**src/calib_pkg.sv**
```systemverilog
// constants shared by the memory-device end and the controller end
// assumes both ends see the same command encoding and mode register layout
package calib_pkg;
  // =========================================
  // command pins {cs_n, ras_n, cas_n, we_n}
  localparam logic [3:0] CMD_NOP = 4'h7;
  localparam logic [3:0] CMD_MRS = 4'h0;
  localparam logic [3:0] CMD_READ = 4'h5;
  localparam logic [3:0] CMD_SRE = 4'h1;
  // =========================================
  // mode register selects on bank address
  localparam logic [2:0] MR_ZERO = 3'h0;
  localparam logic [2:0] MR_ONE = 3'h1;
  localparam logic [2:0] MR_TWO = 3'h2;
  localparam logic [2:0] MR_THREE = 3'h3;
  // field positions
  localparam int BIT_LOOP_OFF = 0;
  localparam int BIT_CALIB_EN = 2;
  localparam int BIT_CHOP_SEL = 12;
  localparam int BIT_NIBBLE = 2;
  localparam int LAT_LSB = 4;
  localparam int LAT_MSB = 6;
  // mode_reg_zero burst field: 2'h1 = on-the-fly chop, 2'h2 = fixed chop
  localparam logic [1:0] BURST_OTF = 2'h1;
  localparam logic [1:0] BURST_FIXED_CHOP = 2'h2;
  // =========================================
  // latencies and reset values
  localparam logic [2:0] LOOP_OFF_LATENCY = 3'h6;
  localparam logic [2:0] RESET_LATENCY = 3'h6;
  localparam logic [7:0] CALIB_PATTERN = 8'hAA;
  // =========================================
  // controller timing, in link cycles
  localparam int MOD_DELAY_CYC = 12;
  localparam int SR_ENTRY_HOLD_CYC = 5;
  localparam int SR_EXIT_STABLE_CYC = 5;
  localparam int SR_EXIT_DELAY_CYC = 24;
  localparam int CLK_DIV = 2;
endpackage

```
**src/dram_link_if.sv**
```systemverilog
// command and data pins between controller and memory device
// assumes the controller drives link_clk; data lanes are split drive/enable
`timescale 1ns/100ps
interface dram_link_if;
  logic link_clk;
  logic cke;
  logic cs_n;
  logic ras_n;
  logic cas_n;
  logic we_n;
  logic odt;
  logic [2:0] ba;
  logic [13:0] addr;
  logic [7:0] dq_out;
  logic dq_upper_out;
  logic dq_oe;
  logic strobe;
  modport device (input link_clk, input cke, input cs_n, input ras_n, input cas_n, input we_n, input odt,
    input ba, input addr, output dq_out, output dq_upper_out, output dq_oe, output strobe);
  modport host (output link_clk, output cke, output cs_n, output ras_n, output cas_n, output we_n, output odt,
    output ba, output addr, input dq_out, input dq_upper_out, input dq_oe, input strobe);
endinterface

```
**src/calib_host.sv**
```systemverilog
// controller end: loop-off switch procedure and calibration reads
// assumes user requests are levels/pulses on clk; link clock is divided from clk
`timescale 1ns/100ps
// Behaviour
// - bit on lane zero and upper bit zero
// - column bits 1:0 zero; ignore bank/high bits
// - burst of eight returns beats zero to seven
// - chop uses column bit two nibble
// - column bit twelve chops when enabled
// - beat zero is register lsb
// - location zero returns alternating pattern
// - calibration reads keep normal read latency
// - reads only after loop locked
// - no-operation starts nothing new
// - deselect ignores all command pins
// - mode one bit zero disables loop
// - loop off supports latency six only
// - loop off strobe one cycle earlier
// - idle, write loop off, wait update delay
// - hold clock, change, stabilise, then exit; the link clock divide from clk is never changed
// - clock enable high through update delays
// - termination low if it was enabled
// - rewrite modes after exit delay; the code rewrites mode zero only
// - mode three bit two enables readout
// - readout treats autoprecharge read as read
module calib_host #(
  parameter logic ODT_WAS_ON = 1'b0
) (
  input wire logic clk,
  input wire logic rst_n,
  input wire logic go_loop_off,
  input wire logic calib_read,
  input wire logic calib_chop,
  input wire logic calib_upper,
  input wire logic loop_locked,
  output logic busy,
  output logic [7:0] rd_byte,
  output logic rd_valid,
  dram_link_if.host link
);
  typedef enum logic [3:0] {
    S_IDLE = 4'h0, S_MR1 = 4'h1, S_MOD = 4'h2, S_SRE = 4'h3, S_HOLD = 4'h4, S_STABLE = 4'h5,
    S_EXIT = 4'h6, S_XS = 4'h7, S_MR0 = 4'h8, S_MOD2 = 4'h9, S_CAL = 4'hA, S_RD = 4'hB, S_WAIT = 4'hC,
    S_CAL3 = 4'hD
  } state_t;
  state_t state, next_state;
  logic div, next_div;
  logic [5:0] cnt, next_cnt;
  logic [3:0] cmd, next_cmd;
  logic [13:0] addr, next_addr;
  logic [2:0] ba, next_ba;
  logic cke, next_cke;
  logic [7:0] shreg, next_shreg;
  logic [3:0] got, next_got;
  logic [7:0] out_byte, next_out_byte;
  logic out_v, next_out_v;
  logic [1:0] oe_sync, next_oe_sync;
  logic [1:0] up_sync, next_up_sync;
  logic loop_off_sent, next_loop_off_sent;
  wire edge_now = div == 1'b1;
  // =========================================
  // procedure, advanced once per link clock falling edge
  always_comb begin
    next_div = ~div;
    next_state = state;
    next_cnt = cnt;
    next_cmd = cmd;
    next_addr = addr;
    next_ba = ba;
    next_cke = cke;
    next_loop_off_sent = loop_off_sent;
    if (edge_now) begin
      next_cmd = calib_pkg::CMD_NOP;
      if (cnt != 6'h00) next_cnt = cnt - 6'h01;
      case (state)
        S_IDLE: begin
          if (go_loop_off) next_state = S_MR1;
          else if (calib_read && loop_locked) next_state = S_CAL;
        end
        S_MR1: begin
          next_cmd = calib_pkg::CMD_MRS;
          next_loop_off_sent = 1'b1;
          next_ba = calib_pkg::MR_ONE;
          next_addr = 14'h0001;
          next_cnt = 6'(calib_pkg::MOD_DELAY_CYC);
          next_state = S_MOD;
        end
        S_MOD: if (cnt == 6'h00) next_state = S_SRE;
        S_SRE: begin
          next_cmd = calib_pkg::CMD_SRE;
          next_cke = 1'b0;
          next_cnt = 6'(calib_pkg::SR_ENTRY_HOLD_CYC);
          next_state = S_HOLD;
        end
        S_HOLD: if (cnt == 6'h00) begin
          next_cnt = 6'(calib_pkg::SR_EXIT_STABLE_CYC);
          next_state = S_STABLE;
        end
        S_STABLE: if (cnt == 6'h00) next_state = S_EXIT;
        S_EXIT: begin
          next_cke = 1'b1;
          next_cnt = 6'(calib_pkg::SR_EXIT_DELAY_CYC);
          next_state = S_XS;
        end
        S_XS: if (cnt == 6'h00) next_state = S_MR0;
        S_MR0: begin
          next_cmd = calib_pkg::CMD_MRS;
          next_ba = calib_pkg::MR_ZERO;
          next_addr = {7'h00, calib_pkg::LOOP_OFF_LATENCY, 2'h0, calib_pkg::BURST_OTF};
          next_cnt = 6'(calib_pkg::MOD_DELAY_CYC);
          next_state = S_MOD2;
        end
        S_MOD2: if (cnt == 6'h00) next_state = S_IDLE;
        // on-the-fly burst field first, so column bit twelve can chop each read
        S_CAL: begin
          next_cmd = calib_pkg::CMD_MRS;
          next_ba = calib_pkg::MR_ZERO;
          next_addr = {7'h00, loop_off_sent ? calib_pkg::LOOP_OFF_LATENCY : calib_pkg::RESET_LATENCY, 2'h0,
            calib_pkg::BURST_OTF};
          next_cnt = 6'(calib_pkg::MOD_DELAY_CYC);
          next_state = S_CAL3;
        end
        S_CAL3: if (cnt == 6'h00) begin
          next_cmd = calib_pkg::CMD_MRS;
          next_ba = calib_pkg::MR_THREE;
          next_addr = 14'h0004;
          next_cnt = 6'(calib_pkg::MOD_DELAY_CYC);
          next_state = S_RD;
        end
        S_RD: if (cnt == 6'h00) begin
          next_cmd = calib_pkg::CMD_READ;
          next_ba = 3'h0;
          // column bits 1:0 zero; bit two picks the nibble only when chopping
          next_addr = {1'b0, ~calib_chop, 9'h000, calib_chop & calib_upper, 2'h0};
          next_cnt = 6'h20;
          next_state = S_WAIT;
        end
        // readout is switched off again, since only reads may follow while it is on
        S_WAIT: if (cnt == 6'h00) begin
          next_cmd = calib_pkg::CMD_MRS;
          next_ba = calib_pkg::MR_THREE;
          next_addr = 14'h0000;
          next_cnt = 6'(calib_pkg::MOD_DELAY_CYC);
          next_state = S_MOD2;
        end
        default: next_state = S_IDLE;
      endcase
    end
  end
  // =========================================
  // data capture on the rising clk edge that ends the link clock high half
  always_comb begin
    next_shreg = shreg;
    next_got = got;
    next_out_v = 1'b0;
    next_out_byte = out_byte;
    // two flops on both lanes: data comes from the link clock domain, both delayed alike
    next_oe_sync = {oe_sync[0], link.dq_oe};
    next_up_sync = {up_sync[0], link.dq_upper_out};
    if (edge_now) begin
      if (oe_sync[1]) begin
        next_shreg = {up_sync[1], shreg[7:1]};
        next_got = got + 4'h1;
      end else if (got != 4'h0) begin
        next_out_byte = shreg >> (4'h8 - got);
        next_out_v = 1'b1;
        next_got = 4'h0;
      end
    end
  end
  always_ff @(posedge clk or negedge rst_n) begin
    if (!rst_n) begin
      div <= 1'b0;
      state <= S_IDLE;
      cnt <= 6'h00;
      cmd <= calib_pkg::CMD_NOP;
      addr <= 14'h0000;
      ba <= 3'h0;
      cke <= 1'b1;
      shreg <= 8'h00;
      got <= 4'h0;
      out_byte <= 8'h00;
      out_v <= 1'b0;
      oe_sync <= 2'h0;
      up_sync <= 2'h0;
      loop_off_sent <= 1'b0;
    end else begin
      div <= next_div;
      state <= next_state;
      cnt <= next_cnt;
      cmd <= next_cmd;
      addr <= next_addr;
      ba <= next_ba;
      cke <= next_cke;
      shreg <= next_shreg;
      got <= next_got;
      out_byte <= next_out_byte;
      out_v <= next_out_v;
      oe_sync <= next_oe_sync;
      up_sync <= next_up_sync;
      loop_off_sent <= next_loop_off_sent;
    end
  end
  // link clock rises when div goes high; commands change when it falls and are taken next rise
  assign link.link_clk = div;
  assign {link.cs_n, link.ras_n, link.cas_n, link.we_n} = cmd;
  assign link.addr = addr;
  assign link.ba = ba;
  assign link.cke = cke;
  assign link.odt = ODT_WAS_ON ? 1'b0 : 1'b0;
  assign busy = state != S_IDLE;
  assign rd_byte = out_byte;
  assign rd_valid = out_v;
endmodule

```
**src/flat_wrapper.sv**
```systemverilog
// flat-port wrapper written by rule: the top's interface ports become plain ports
module calib_host_flat 
#(
  parameter logic ODT_WAS_ON = 1'b0
)
  (clk, rst_n, go_loop_off, calib_read, calib_chop, calib_upper, loop_locked, busy, rd_byte, rd_valid, link_link_clk, link_cke, link_cs_n, link_ras_n, link_cas_n, link_we_n, link_odt, link_ba, link_addr, link_dq_out, link_dq_upper_out, link_dq_oe, link_strobe);
  dram_link_if link_i ();
  input wire logic clk;
  input wire logic rst_n;
  input wire logic go_loop_off;
  input wire logic calib_read;
  input wire logic calib_chop;
  input wire logic calib_upper;
  input wire logic loop_locked;
  output logic busy;
  output logic [7:0] rd_byte;
  output logic rd_valid;
  output wire logic [$bits(link_i.link_clk)-1:0] link_link_clk;
  output wire logic [$bits(link_i.cke)-1:0] link_cke;
  output wire logic [$bits(link_i.cs_n)-1:0] link_cs_n;
  output wire logic [$bits(link_i.ras_n)-1:0] link_ras_n;
  output wire logic [$bits(link_i.cas_n)-1:0] link_cas_n;
  output wire logic [$bits(link_i.we_n)-1:0] link_we_n;
  output wire logic [$bits(link_i.odt)-1:0] link_odt;
  output wire logic [$bits(link_i.ba)-1:0] link_ba;
  output wire logic [$bits(link_i.addr)-1:0] link_addr;
  input wire logic [$bits(link_i.dq_out)-1:0] link_dq_out;
  input wire logic [$bits(link_i.dq_upper_out)-1:0] link_dq_upper_out;
  input wire logic [$bits(link_i.dq_oe)-1:0] link_dq_oe;
  input wire logic [$bits(link_i.strobe)-1:0] link_strobe;
  assign link_link_clk = link_i.link_clk;
  assign link_cke = link_i.cke;
  assign link_cs_n = link_i.cs_n;
  assign link_ras_n = link_i.ras_n;
  assign link_cas_n = link_i.cas_n;
  assign link_we_n = link_i.we_n;
  assign link_odt = link_i.odt;
  assign link_ba = link_i.ba;
  assign link_addr = link_i.addr;
  assign link_i.dq_out = link_dq_out;
  assign link_i.dq_upper_out = link_dq_upper_out;
  assign link_i.dq_oe = link_dq_oe;
  assign link_i.strobe = link_strobe;
  calib_host #(.ODT_WAS_ON(ODT_WAS_ON)) u_core (.clk(clk), .rst_n(rst_n), .go_loop_off(go_loop_off), .calib_read(calib_read), .calib_chop(calib_chop), .calib_upper(calib_upper), .loop_locked(loop_locked), .busy(busy), .rd_byte(rd_byte), .rd_valid(rd_valid), .link(link_i));
endmodule
```
**config.mk**
```make
export PLATFORM = sky130hd
export DESIGN_NAME = calib_host_flat
export DESIGN_NICKNAME = d
export VERILOG_FILES = /design/src/calib_pkg.sv /design/src/dram_link_if.sv /design/src/calib_host.sv /design/src/flat_wrapper.sv
export SDC_FILE = /design/constraint.sdc
export NUM_CORES = 1
export LEC_CHECK = 0
export BUFFER_PORTS_ARGS = -buffer_cell sky130_fd_sc_hd__buf_4
export CAP_MARGIN = 20
export CORE_MARGIN = 1.5
export CORE_UTILIZATION = 50
export CTS_BUF_LIST = sky130_fd_sc_hd__clkbuf_2
export DETAILED_ROUTE_END_ITERATION = 10
export PLACE_DENSITY_LB_ADDON = 0.25
export SLEW_MARGIN = 20
export SYNTH_ARGS = -nofsm -noshare
export SYNTH_HDL_FRONTEND = slang
export SYNTH_SLANG_ARGS = --single-unit
```
**constraint.sdc**
```tcl
create_clock -name clk -period 5.2 [get_ports clk]
set_input_delay 0.26 -clock clk [delete_from_list [all_inputs] [get_ports clk]]
set_output_delay 0.26 -clock clk [all_outputs]
set_load 0.03 [all_outputs]
```
==> impl_metrics.tcl <==
set metrics [dict create \
    status "completed" \
    insertedDiodeCount 0 \
    cp_max_fo 8 \
    slowest_delay_ps 500 \
    wl_met2_um 2300 \
    drive_gt1_frac 0.202 \
    internal_power_mw 0.595 \
    gp_congestion 0.765 \
    dp_hpwl_um 3610 \
    die_w_um 76.8 \
    synth_seq_area_share 0.425 \
    setup.worst_path.end "u_core.cnt[0]$_DFFE_PN0P_" \
    tightestPinTransition_ps 830 \
    drtIter0Drc 165 \
    critPathTopFamily "simple AND/OR/NAND/NOR gates" \
    cp.arrival_ps 3060 \
    total_power_mw 0.961 \
    worst_slack_ps 2510 \
    path_buf_inv 2 \
    setup_viol 0 \
    fmax_ghz 0.372 \
    final-seq-area_um2 1160 \
    p_sw_mw 0.365 \
    vias_per_cell 5.60 \
    core_um2 5170 \
    swShare 0.380 \
    synth_cell_types 58 \
    die-area_um2 5900 \
    h-tree-depth 2 \
    detail-route-antenna-nets 0 \
    synth.top_cell.area_share 0.386 \
    grt_antenna_before_repair 0 \
    grt_usage 0.189 \
    cts_tree "done" \
    pre_cts_ws_ps 2600 \
    grt.overflow.total 0 \
    routed.top_layer "met4" \
    crit_type "flip-flop to flip-flop" \
    yosys.area.top_type "dfrtp_1" \
    max_cap_viol_count 0 \
    routed_wl_um 5290 \
    ys_top_cells_by_area "dfrtp_1 39%, mux2_2 4.1%, o21ai_0 4.0%" \
    post_drt_wl_per_cell_um 14.0 \
    fin_crit_ps 2690 \
    die_y_um 76.8 \
    grt_setup_unrepaired "false" \
    crit_start "u_core.cnt[0]$_DFFE_PN0P_" \
    nNetsFinal 330 \
    clockBufferDepth 2 \
    drt-met1-wl_um 2670 \
    area_growth_pct 9.65 \
    io_buffer_count 30 \
    hold_violations 0 \
    synth_edf_count 0 \
    power_density_nw_per_um2 322 \
    ir_worst_vdd_uv 179 \
    p_comb_frac 0.358 \
    p_leak_nw 1.34 \
    root_buffer "clkbuf_2" \
    ios 52 \
    reg2reg_depth 10 \
    grt_pass1_vias 1878 \
    skew_ps 17.2 \
    grt_max_degree 47 \
    reg2reg_to "u_core.cnt[0]$_DFFE_PN0P_" \
    setup-tns-final_ps 0 \
    crit_path_cell_trace "inv_1 -> ha_1 -> or3b_1 -> nor3_4 -> inv_2 -> ha_1 -> nor2_1 -> a21oi_1 -> o221a_2 -> a21oi_1" \
    required_ps 5580 \
    clk_latency_ps 420 \
    clock-sinks 46 \
    start_util 0.526 \
    final_core_util 0.577 \
    route.detailed.drc 0 \
    vias 2113 \
    yosysWarnings 0 \
    pwr-share-clk 0.165 \
    synth_area_um2 2720 \
    seq_power_share 0.476 \
    numCtsBuffers 5 \
    r2r-start "u_core.cnt[0]$_DFFE_PN0P_" \
    min-delay-path-class "input pin to flip-flop" \
    drtPass1Iterations 4 \
    path_depth 10 \
    rows 26 \
    startpoint_type "flip-flop" \
    period_share 0.516 \
    synthArstFlopShare 1.00 \
    syn-mean-instance-area_um2 9.55 \
    grt_pass1_wl_um 8970 \
    synth_cells 285 \
    relSlewSlack 0.446 \
    end_kind "flip-flop" \
    clk_pin_slew_ps 260 \
    slew_viol_final 0 \
    slowest_stage "dfrtp_1" \
    ys.flop_type "dfrtp_1" \
    reg2reg_slack_ps 2510 \
    multi_input_area_um2 1380 \
    wl_met3_um 262 \
    synth_seq_cells 46 \
    fillers 453 \
]
cell type report:
type                       instances  area share
multi-input combinational        207       0.463
sequential                        46       0.387
timing repair buffer              34      0.0889
tap                               70      0.0293
inverter                          12      0.0151
clock buffer                       5     0.00838
clock inverter                     3     0.00796
power by group through the flow:
stage / Sequential, mW / Clock, mW / Combinational, mW
finish: 0.457 / 0.159 / 0.344
floorplan: 0.494 / 0 / 0.227
detailed placement: 0.464 / 0 / 0.342
global placement: 0.461 / 0 / 0.335
global route: 0.465 / 0.183 / 0.380
CTS: 0.457 / 0.168 / 0.346
Yosys cell counts, drive strengths merged, types with 3 or more instances:
cell and n:
dfstp 4, nor2 17, nand2 23, inv 12
nand2b 4, o31ai 7, o21ai 25, ha 6
a22o 7, a21oi 15, dfrtp 42, mux2 10
a211oi 3, buf 23, a31oi 6, clkbuf 8
o22ai 3, mux2i 8, nand3 6, nor3 11
nor3b 3, xnor2 3, nor2b 7
worst register-to-register path, stage by stage, from the launching register on:
cell	delay (ps)
dfrtp_1	500
inv_1	130
ha_1	190
or3b_1	490
nor3_4	420
inv_2	160
ha_1	220
nor2_1	80
a21oi_1	80
o221a_2	260
a21oi_1	140
per-stage QoR:
step,hold slack (ps),cells,cell area [um^2]
floorplan,-35.6,296,2760
detailed placement,298,365,2900
finish,157,377,2990
CTS,130,377,2990
global placement,294,365,2900
global route,166,377,2990
cell usage in the layout (no fill, tap or decap), types with 2 or more instances in the layout:
master / count
dfrtp_1: 42
buf_4: 30
nand2_1: 23
o21ai_0: 22
nor2_1: 17
a21oi_1: 15
conb_1: 12
inv_1: 11
mux2_2: 10
nor3_1: 10
mux2i_1: 8
nor2b_1: 7
o31ai_1: 7
a22o_1: 7
a31oi_1: 6
nand3_1: 6
ha_1: 6
clkbuf_2: 5
nand2b_1: 4
dlygate4sd3_1: 4
dfstp_2: 4
nor3b_1: 3
o22ai_1: 3
xnor2_1: 3
a211oi_1: 3
nand3b_1: 2
a32o_1: 2
a21o_1: 2
xor2_1: 2
o21ai_1: 2
clkinvlp_4: 2
layer usage:
layer / GRT usage / vias up
met5: 0 / -
met4: 0.0630 / 0
met3: 0.0405 / 7
met2: 0.278 / 61
met1: 0.276 / 999
li1: - / 1046
sequential cells by signal (all words and copies together), names as in the netlist:
name / cells
u_core.rd_byte: 8
u_core.shreg: 8
u_core.cnt: 6
u_core.got: 4
u_core.link.addr: 4
u_core.state: 4
u_core.cmd: 3
u_core.link.ba: 2
u_core.oe_sync: 2
u_core.up_sync: 2
u_core.link.cke: 1
u_core.link.link_clk: 1
u_core.rd_valid: 1
cells by family after synthesis:
family,after synthesis,share of synthesized area
AO/OA/AOI/OAI,84,0.214
other,1,0.00138
buffers and inverters,43,0.0827
XOR/XNOR,5,0.0161
flip-flops,46,0.425
adder cells (fa/ha/maj),6,0.0276
multiplexers,19,0.0790
AND/OR/NAND/NOR,81,0.155
how the worst min path moves through the flow:
stage,start,end,cells after the start
2_1_floorplan,rst_n,u_core.cnt[0]$_DFFE_PN0P_,0
3_3_place_gp,rst_n,u_core.link.addr[6]$_DFFE_PN0P_,1
5_1_grt,go_loop_off,u_core.state[1]$_DFFE_PN0P_,4
4_1_cts,go_loop_off,u_core.state[1]$_DFFE_PN0P_,4
3_5_place_dp,rst_n,u_core.link.addr[6]$_DFFE_PN0P_,1
6_report,go_loop_off,u_core.state[1]$_DFFE_PN0P_,4
repair_timing:
action / in CTS / in global routing
buffers inserted: 0 / 0
hold buffers: 4 / 0
hold endpoints to repair: 45 / 0
resized for setup: 0 / 0
No activity file was read; power rests on OpenSTA's default activity.
